<file path="src/common/ccl_map.svh">
`ifndef CCL_MAP_SVH
`define CCL_MAP_SVH

// register byte addresses on the wishbone bus
`define CCL_CC_ADDR        32'hffffffec
`define CCL_LC_ADDR        32'h040000b0

// cache_control field positions
`define CCL_CC_ENABLE      0
`define CCL_CC_GEN_POLICY  1
`define CCL_CC_KER_POLICY  2
`define CCL_CC_FLUSH       3
`define CCL_CC_RESET       32'h00000000

// cache_lock_control field positions
`define CCL_LC_WAY2_LOCK   0
`define CCL_LC_WAY2_LOAD   1
`define CCL_LC_WAY3_LOCK   8
`define CCL_LC_WAY3_LOAD   9
`define CCL_LC_RESET       32'h00000000

// cache_lock_mode position in the processor status register
`define CCL_SR_LOCK_BIT    12

// geometry
`define CCL_SETS           256
`define CCL_INDEX_W        8
`define CCL_WAYS           4
`define CCL_LRU_W          6

`endif

</file>
<file path="src/common/ccl_pkg.sv">
`include "ccl_map.svh"

package ccl_pkg;

    typedef enum logic [3:0] {
        ST_CLEAR = 4'b0001,
        ST_IDLE  = 4'b0010,
        ST_LOOK  = 4'b0100,
        ST_MRST  = 4'b1000
    } ccl_state_e;

    typedef enum logic [2:0] {
        KIND_READ = 3'b001,
        KIND_WRITE = 3'b010,
        KIND_PREFETCH_INSTR = 3'b100
    } ccl_kind_e;

    typedef logic [`CCL_INDEX_W-1:0] ccl_index_t;
    typedef logic [`CCL_LRU_W-1:0]   ccl_lru_t;

    // per-set state held in the array
    typedef struct packed {
        logic [`CCL_WAYS-1:0] valid;
        logic [`CCL_WAYS-1:0] dirty;
        ccl_lru_t             lru;
    } ccl_entry_s;

    // core access request, tag search result included
    typedef struct packed {
        ccl_kind_e  kind;
        ccl_index_t index;
        logic       hit;
        logic [1:0] hit_way;
        logic       kernel_area;
    } ccl_req_s;

    typedef struct packed {
        logic       bypass;
        logic       hit;
        logic       allocate;
        logic [1:0] way;
        logic       writeback;
        logic       wb_mode;
    } ccl_resp_s;

    typedef struct packed {
        logic way2_lock;
        logic way2_load;
        logic way3_lock;
        logic way3_load;
    } ccl_lock_s;

endpackage : ccl_pkg

</file>
<file path="src/logic/ccl_state_mem.sv">
`timescale 1ns/10ps
`default_nettype none

module ccl_state_mem #(
    parameter int DEPTH = 256,
    parameter int AW    = 8,
    parameter int WIDTH = 14
) (
    input  wire logic             clk_i,
    input  wire logic [AW-1:0]    raddr_i,
    output logic      [WIDTH-1:0] rdata_o,
    input  wire logic             we_i,
    input  wire logic [AW-1:0]    waddr_i,
    input  wire logic [WIDTH-1:0] wdata_i
);

    logic [WIDTH-1:0] mem [DEPTH];

    always_ff @(posedge clk_i) begin
        if (we_i) begin
            mem[waddr_i] <= wdata_i;
        end
        rdata_o <= mem[raddr_i];
    end

endmodule : ccl_state_mem

`default_nettype wire

</file>
<file path="src/logic/ccl_top.sv">
// Chosen here: the Wishbone slave port.
`timescale 1ns/10ps
`default_nettype none

`include "ccl_map.svh"

module ccl_top
    import ccl_pkg::*;
#(
    parameter int SETS    = `CCL_SETS,
    parameter int INDEX_W = `CCL_INDEX_W
) (
    input  wire logic        clk_i,
    input  wire logic        rst_i,
    input  wire logic        manual_rst_i,
    // wishbone slave
    input  wire logic        wb_cyc_i,
    input  wire logic        wb_stb_i,
    input  wire logic        wb_we_i,
    input  wire logic [31:0] wb_adr_i,
    input  wire logic [3:0]  wb_sel_i,
    input  wire logic [31:0] wb_dat_i,
    output logic      [31:0] wb_dat_o,
    output logic             wb_ack_o,
    // core side
    input  wire logic [31:0] processor_status_reg_i,
    input  wire logic        req_valid_i,
    output logic             req_ready_o,
    input  wire ccl_req_s    req_i,
    output logic             resp_valid_o,
    output ccl_resp_s        resp_o,
    output logic             cache_enable_o,
    output logic             busy_o
);

    localparam int EW = $bits(ccl_entry_s);

    typedef struct packed {
        ccl_state_e       state;
        logic [INDEX_W-1:0] cnt;
        logic             ack;
        logic [31:0]      rdat;
        logic             enable;
        logic             gen_policy;
        logic             ker_policy;
        ccl_lock_s        lock;
        logic             flush_pend;
        ccl_req_s         req;
        ccl_resp_s        resp;
        logic             resp_valid;
    } ccl_regs_s;

    ccl_regs_s            q;
    ccl_regs_s            d;
    ccl_entry_s           ent_rd;
    ccl_entry_s           ent_wr;
    logic [EW-1:0]        mem_rdata;
    logic                 mem_we;
    logic [INDEX_W-1:0]   mem_waddr;
    logic [1:0]           victim;
    logic                 lock_mode;

    ////////////////////////////////////////////////////////////////////////

    // newest-use update of the pairwise lru code
    function automatic ccl_lru_t lru_touch(input ccl_lru_t l,
                                           input logic [1:0] w);
        ccl_lru_t r;
        r = l;
        unique case (w)
            2'd0: begin
                r[5] = 1'b0;
                r[4] = 1'b0;
                r[3] = 1'b0;
            end
            2'd1: begin
                r[5] = 1'b1;
                r[2] = 1'b0;
                r[1] = 1'b0;
            end
            2'd2: begin
                r[4] = 1'b1;
                r[2] = 1'b1;
                r[0] = 1'b0;
            end
            2'd3: begin
                r[3] = 1'b1;
                r[1] = 1'b1;
                r[0] = 1'b1;
            end
        endcase
        return r;
    endfunction : lru_touch

    function automatic logic [3:0] way_bit(input logic [1:0] w);
        return 4'h1 << w;
    endfunction : way_bit

    ////////////////////////////////////////////////////////////////////////

    assign lock_mode = processor_status_reg_i[`CCL_SR_LOCK_BIT];
    assign ent_rd    = ccl_entry_s'(mem_rdata);

    ccl_state_mem #(
        .DEPTH (SETS),
        .AW    (INDEX_W),
        .WIDTH (EW)
    ) u_mem (
        .clk_i   (clk_i),
        .raddr_i (req_i.index[INDEX_W-1:0]),
        .rdata_o (mem_rdata),
        .we_i    (mem_we),
        .waddr_i (mem_waddr),
        .wdata_i (ent_wr)
    );

    ccl_victim u_victim (
        .lock_mode_i (lock_mode),
        .prefetch_i  (q.req.kind == KIND_PREFETCH_INSTR),
        .lock_i      (q.lock),
        .lru_i       (ent_rd.lru),
        .way_o       (victim)
    );

    ////////////////////////////////////////////////////////////////////////

    always_comb begin
        logic wb_mode;
        logic alloc;
        logic is_write;
        wb_mode  = 1'b0;
        alloc    = 1'b0;
        is_write = 1'b0;
        d            = q;
        d.resp_valid = 1'b0;
        mem_we       = 1'b0;
        mem_waddr    = q.req.index[INDEX_W-1:0];
        ent_wr       = ent_rd;

        // access state machine
        unique case (q.state)
            ST_CLEAR: begin
                mem_we    = 1'b1;
                mem_waddr = q.cnt;
                ent_wr    = '0;
                d.cnt     = q.cnt + 1'b1;
                if (q.cnt == INDEX_W'(SETS - 1)) begin
                    d.state = ST_IDLE;
                end
            end
            ST_MRST: begin
                d.state = ST_IDLE;
            end
            ST_IDLE: begin
                if (q.flush_pend) begin
                    d.flush_pend = 1'b0;
                    d.cnt        = '0;
                    d.state      = ST_CLEAR;
                end else if (req_valid_i) begin
                    d.req   = req_i;
                    d.state = ST_LOOK;
                end
            end
            ST_LOOK: begin
                is_write = (q.req.kind == KIND_WRITE);
                wb_mode  = q.req.kernel_area ? q.ker_policy
                                             : !q.gen_policy;
                d.state        = ST_IDLE;
                d.resp_valid   = 1'b1;
                d.resp         = '0;
                d.resp.wb_mode = wb_mode;
                if (!q.enable) begin
                    d.resp.bypass = 1'b1;
                end else if (q.req.hit) begin
                    d.resp.hit = 1'b1;
                    d.resp.way = q.req.hit_way;
                    mem_we     = 1'b1;
                    ent_wr.lru = lru_touch(ent_rd.lru, q.req.hit_way);
                    if (is_write && wb_mode) begin
                        ent_wr.dirty = ent_rd.dirty | way_bit(q.req.hit_way);
                    end
                    // prefetch hit: only lru moves, no fill
                end else begin
                    alloc = !(is_write && !wb_mode);
                    if (alloc) begin
                        mem_we           = 1'b1;
                        d.resp.allocate  = 1'b1;
                        d.resp.way       = victim;
                        d.resp.writeback = ent_rd.valid[victim]
                                           & ent_rd.dirty[victim];
                        ent_wr.valid = ent_rd.valid | way_bit(victim);
                        ent_wr.dirty = is_write
                                       ? (ent_rd.dirty | way_bit(victim))
                                       : (ent_rd.dirty & ~way_bit(victim));
                        ent_wr.lru   = lru_touch(ent_rd.lru, victim);
                    end
                end
            end
        endcase

        if (manual_rst_i) begin
            d.state      = ST_MRST;
            d.enable     = 1'b0;
            d.gen_policy = 1'b0;
            d.ker_policy = 1'b0;
            d.lock       = '0;
            d.flush_pend = 1'b0;
        end

        // wishbone register access, after the machine so a flush set wins
        d.ack  = wb_cyc_i && wb_stb_i && !q.ack;
        d.rdat = '0;
        if (d.ack && !wb_we_i) begin
            if (wb_adr_i == `CCL_CC_ADDR) begin
                d.rdat[`CCL_CC_ENABLE]     = q.enable;
                d.rdat[`CCL_CC_GEN_POLICY] = q.gen_policy;
                d.rdat[`CCL_CC_KER_POLICY] = q.ker_policy;
            end
            // lock control reads back zero
        end
        // writes land at the edge where the master sees ack
        if (q.ack && wb_cyc_i && wb_stb_i && wb_we_i
            && !manual_rst_i) begin
            if (wb_adr_i == `CCL_CC_ADDR && wb_sel_i[0]) begin
                d.enable     = wb_dat_i[`CCL_CC_ENABLE];
                d.gen_policy = wb_dat_i[`CCL_CC_GEN_POLICY];
                d.ker_policy = wb_dat_i[`CCL_CC_KER_POLICY];
                if (wb_dat_i[`CCL_CC_FLUSH]) begin
                    d.flush_pend = 1'b1;
                end
            end
            if (wb_adr_i == `CCL_LC_ADDR) begin
                if (wb_sel_i[0]) begin
                    d.lock.way2_lock = wb_dat_i[`CCL_LC_WAY2_LOCK];
                    d.lock.way2_load = wb_dat_i[`CCL_LC_WAY2_LOAD];
                end
                if (wb_sel_i[1]) begin
                    d.lock.way3_lock = wb_dat_i[`CCL_LC_WAY3_LOCK];
                    d.lock.way3_load = wb_dat_i[`CCL_LC_WAY3_LOAD];
                end
            end
        end
    end

    always_ff @(posedge clk_i) begin
        if (rst_i) begin
            q            <= '0;
            q.state      <= ST_CLEAR;
            q.enable     <= 1'(`CCL_CC_RESET >> `CCL_CC_ENABLE);
            q.lock       <= '0;
        end else begin
            q <= d;
        end
    end

    ////////////////////////////////////////////////////////////////////////

    assign wb_ack_o       = q.ack;
    assign wb_dat_o       = q.rdat;
    assign req_ready_o    = (q.state == ST_IDLE) && !q.flush_pend;
    assign resp_valid_o   = q.resp_valid;
    assign resp_o         = q.resp;
    assign cache_enable_o = q.enable;
    assign busy_o         = (q.state == ST_CLEAR) || q.flush_pend;

endmodule : ccl_top

`default_nettype wire

</file>
<file path="src/logic/ccl_victim.sv">
`timescale 1ns/10ps
`default_nettype none

module ccl_victim
    import ccl_pkg::*;
(
    input  wire logic      lock_mode_i,
    input  wire logic      prefetch_i,
    input  wire ccl_lock_s lock_i,
    input  wire ccl_lru_t  lru_i,
    output logic [1:0]     way_o
);

    // pair bits: 5=0/1 4=0/2 3=0/3 2=1/2 1=1/3 0=2/3, one = lower older
    function automatic logic [1:0] pick_all(input ccl_lru_t l);
        if (l[5] && l[4] && l[3])            pick_all = 2'd0;
        else if (!l[5] && l[2] && l[1])      pick_all = 2'd1;
        else if (!l[4] && !l[2] && l[0])     pick_all = 2'd2;
        else                                 pick_all = 2'd3;
    endfunction : pick_all

    function automatic logic [1:0] pick_no2(input ccl_lru_t l);
        if (l[5] && l[3])                    pick_no2 = 2'd0;
        else if (!l[5] && l[1])              pick_no2 = 2'd1;
        else                                 pick_no2 = 2'd3;
    endfunction : pick_no2

    function automatic logic [1:0] pick_no3(input ccl_lru_t l);
        if (l[5] && l[4])                    pick_no3 = 2'd0;
        else if (!l[5] && l[2])              pick_no3 = 2'd1;
        else                                 pick_no3 = 2'd2;
    endfunction : pick_no3

    always_comb begin
        way_o = pick_all(lru_i);
        if (lock_mode_i) begin
            if (prefetch_i && lock_i.way2_lock && lock_i.way2_load) begin
                way_o = 2'd2;
            end else if (prefetch_i && lock_i.way3_lock
                         && lock_i.way3_load) begin
                way_o = 2'd3;
            end else if (lock_i.way2_lock && lock_i.way3_lock) begin
                way_o = lru_i[5] ? 2'd0 : 2'd1;
            end else if (lock_i.way2_lock) begin
                way_o = pick_no2(lru_i);
            end else if (lock_i.way3_lock) begin
                way_o = pick_no3(lru_i);
            end
        end
    end

endmodule : ccl_victim

`default_nettype wire

</file>
<file path="config.mk">
export PLATFORM = sky130hd
export DESIGN_NAME = ccl_top
export DESIGN_NICKNAME = d
export VERILOG_FILES = /design/src/common/ccl_pkg.sv /design/src/logic/ccl_state_mem.sv /design/src/logic/ccl_top.sv /design/src/logic/ccl_victim.sv
export VERILOG_INCLUDE_DIRS = /design/src /design/src/common
export SDC_FILE = /design/constraint.sdc
export NUM_CORES = 2
export LEC_CHECK = 0
export ABC_AREA = 1
export BUFFER_PORTS_ARGS = -buffer_cell sky130_fd_sc_hd__buf_4
export CAP_MARGIN = 0
export CORE_AREA = 3 3 598 600
export CTS_BUF_LIST = sky130_fd_sc_hd__clkbuf_8
export DETAILED_ROUTE_END_ITERATION = 10
export DIE_AREA = 0 0 601 603
export PLACE_DENSITY = 0.58
export SYNTH_ARGS = -nofsm -noshare
export SYNTH_HDL_FRONTEND = slang
export SYNTH_HIERARCHICAL = 1
export SYNTH_SLANG_ARGS = --single-unit
export TNS_END_PERCENT = 50
</file>
<file path="constraint.sdc">
create_clock -name clk_i -period 28 [get_ports clk_i]
set_input_delay 0 -clock clk_i [delete_from_list [all_inputs] [get_ports clk_i]]
set_output_delay 0 -clock clk_i [all_outputs]
set_load 0.01 [all_outputs]
</file>
==> run metrics <==
most frequent cells in the layout nand2_1 (3816), edfxtp_1 (3584), nand3_1 (3574); hold buffers post-CTS 115; Die H 603 um; crit path time final 5.59 ns; CTS Buffer Depth 4; final worst slack 22.41 ns; Final setup viols 0; Worst Hold Slack 0.179 ns; GPL Wtd Cong 0.861; Reg clk slew, reported paths 0.06 ns; Residual DRC 0; relative slew slack 0.123; ys flop type edfxtp_1; Clock Latency Late Sink 1.16 ns; crit start category input pin; DR WL/cell 23.4 um; overall power 11.2 mW; Area contributors post-synth edfxtp_1 (73%), nand3_1 (12%), nand2_1 (9.7%); critical hold path startpoint req_i[10]; GRT Total Usage 0.225; P_leak 58.8 nW; YS warnings 6; router iterations before antenna repair 6; Final Slew Violations 0; Port Buffers 77; CTS tree done; remaining antenna violation count after routing 0; Worst setup EP type flip-flop; core area 353000 um^2; # nets final 13000; Tcrit/Tclk final 0.200; CTS root buffer clkbuf_8; initial core utilization 0.419; clk_skew 0.0447 ns; Yosys reg bits 3645; IO Count 166; critical path required time 29.10 ns; largest net degree at the start of global routing 224; fmax 179 MHz; status finished clean; CTS Sinks 3645; fillcell total 31300; Syn Area/Cell 11.8 um^2; most common cell after layout, fill and taps aside nand2_1; area share of the largest cell type after synthesis 0.728; Crit Path Max Fanout 98; Site Rows 218; H-tree levels 6; full die area 362000 um^2; vias per std cell 5.51; first-pass GRT wire length 614000 um; grt total ovfl 0; Iteration-0 DRC Markers 11000; via count 99200; async set-reset flop share out of synthesis 0; post-synth design cell area 148000 um^2; DIE WIDTH 601 um; Final Hold Fails 0; Yosys top cell by area edfxtp_1; TNS Setup 0 ns; Worst EP arrival 6.69 ns; layout cells sized above 1 0.0942; Slew @ Worst Pin 1.32 ns; CP Class input pin to flip-flop; post-CTS resize count 0; RSZ-0062 raised after global routing no; Setup crit start req_i[6]; post-synth cell types 40; max-cap check violation count 0; PD cells 67.7 nW/um^2; Hold WC Path Type input pin to flip-flop; post-synthesis sequential area ratio 0.736; Total Wirelength 420000 um; Post-Place Worst Slack 22.33 ns; vias in the first global route 94800; total CTS buffers 591; Mapped Cells 12500; detailed placement HPWL 224000 um; Max VDD drop 0.0000455 V; Post-CTS Repair Setup Buffers 0; P&R area growth vs syn 11.8%; number of synthesized flops with an enable pin 3584; reg-to-reg critical path startpoint q[22]; initial antenna violation count 10
## layout make-up
type,instances,area (um^2),share of cell area
antenna,20,50.0,0.000303
clock buffer,605,8330,0.0504
clock inverter,422,2270,0.0137
inverter,102,418,0.00253
multi-input combinational,7916,34800,0.210
sequential,3645,109000,0.658
tap,4730,5920,0.0358
timing repair buffer,562,4760,0.0288
## registers in the layout, indices dropped and copies added, names as in the netlist
register and count:
u_mem/mem 3584, wb_dat_o 3, cache_enable_o 1, wb_ack_o 1, u_mem/rdata_o 14, resp_valid_o 1, q 34, resp_o 7
## per-layer routing
metal	GRT usage	vias to the layer above	part of all wire
li1	-	45000	-
met1	0.301	48800	0.40
met2	0.358	4515	0.47
met3	0.0419	819	0.087
met4	0.0976	2	0.041
met5	0	-	0.000031
## power breakdown
part           internal, mW  switching, mW
combinational         0.168          0.668
sequential             6.13        0.00685
clock                  2.15           2.07
total                  8.45           2.75
## cells in the mapped netlist (2+ instances only)
| library cell | n |
|---|---|
| nand3b_1 | 2 |
| nor2_2 | 2 |
| a211oi_1 | 2 |
| nand4_1 | 6 |
| inv_1 | 90 |
| buf_4 | 124 |
| nand2_1 | 3838 |
| o21ai_0 | 31 |
| a21oi_2 | 3 |
| edfxtp_1 | 3584 |
| clkbuf_1 | 271 |
| a31oi_1 | 3 |
| o211ai_1 | 2 |
| buf_1 | 92 |
| o21ai_1 | 5 |
| ha_1 | 10 |
| inv_2 | 9 |
| buf_2 | 384 |
| nor2_4 | 2 |
| clkinv_1 | 2 |
| nand2_2 | 2 |
| dfxtp_1 | 61 |
| or2_2 | 2 |
| a21oi_1 | 42 |
| nand3_1 | 3574 |
| o21ai_2 | 2 |
| nor3_1 | 4 |
| nor2_1 | 344 |
| nand3_2 | 2 |
## cells by family (layout without fill, tap and decap cells)
group / after synthesis / count (layout) / synth area share
simple gates: 7782 / 7782 / 0.229
buf+inv: 973 / 1691 / 0.0311
fa+ha+maj: 10 / 10 / 0.000846
mux: 1 / 1 / 0.0000677
flops: 3645 / 3645 / 0.736
compound gates: 94 / 94 / 0.00347
other cells: 1 / 49 / 0.0000254
## worst max-delay path, stage by stage
cell and delay (ns):
dlygate4sd3_1 0.57, buf_8 0.26, inv_8 0.61, buf_4 0.78, buf_4 0.66, buf_4 0.81
buf_4 0.73, nand3_1 0.16, nand3_1 0.14, nand3_1 0.16, nand3_1 0.35, nand3_1 0.13
nand2_1 0.30, nand2_1 0.12, nand2_1 0.08, dlygate4sd3_1 0.55
## final timing paths
path / end / slack [ns] / cells after the start
setup / recovery: u_mem/rdata_o[6] / 22.41 / 16
hold / removal: u_mem/rdata_o[3] / 0.18 / 6
setup reg to reg: u_mem/mem[76][3] / 22.42 / 19
hold reg to reg: wb_dat_o[2] / 0.46 / 2
## metrics by stage
| stage | std cells | instance area [um^2] | util |
|---|---|---|---|
| final | 18000 | 165000 | 0.469 |
| after CTS | 18000 | 165000 | 0.469 |
| after global routing | 18000 | 165000 | 0.469 |
| after floorplan | 12500 | 148000 | - |
| after global placement | 16800 | 154000 | 0.435 |
| after detailed placement | 16800 | 154000 | 0.435 |
No activity file was read; power rests on OpenSTA's default activity.
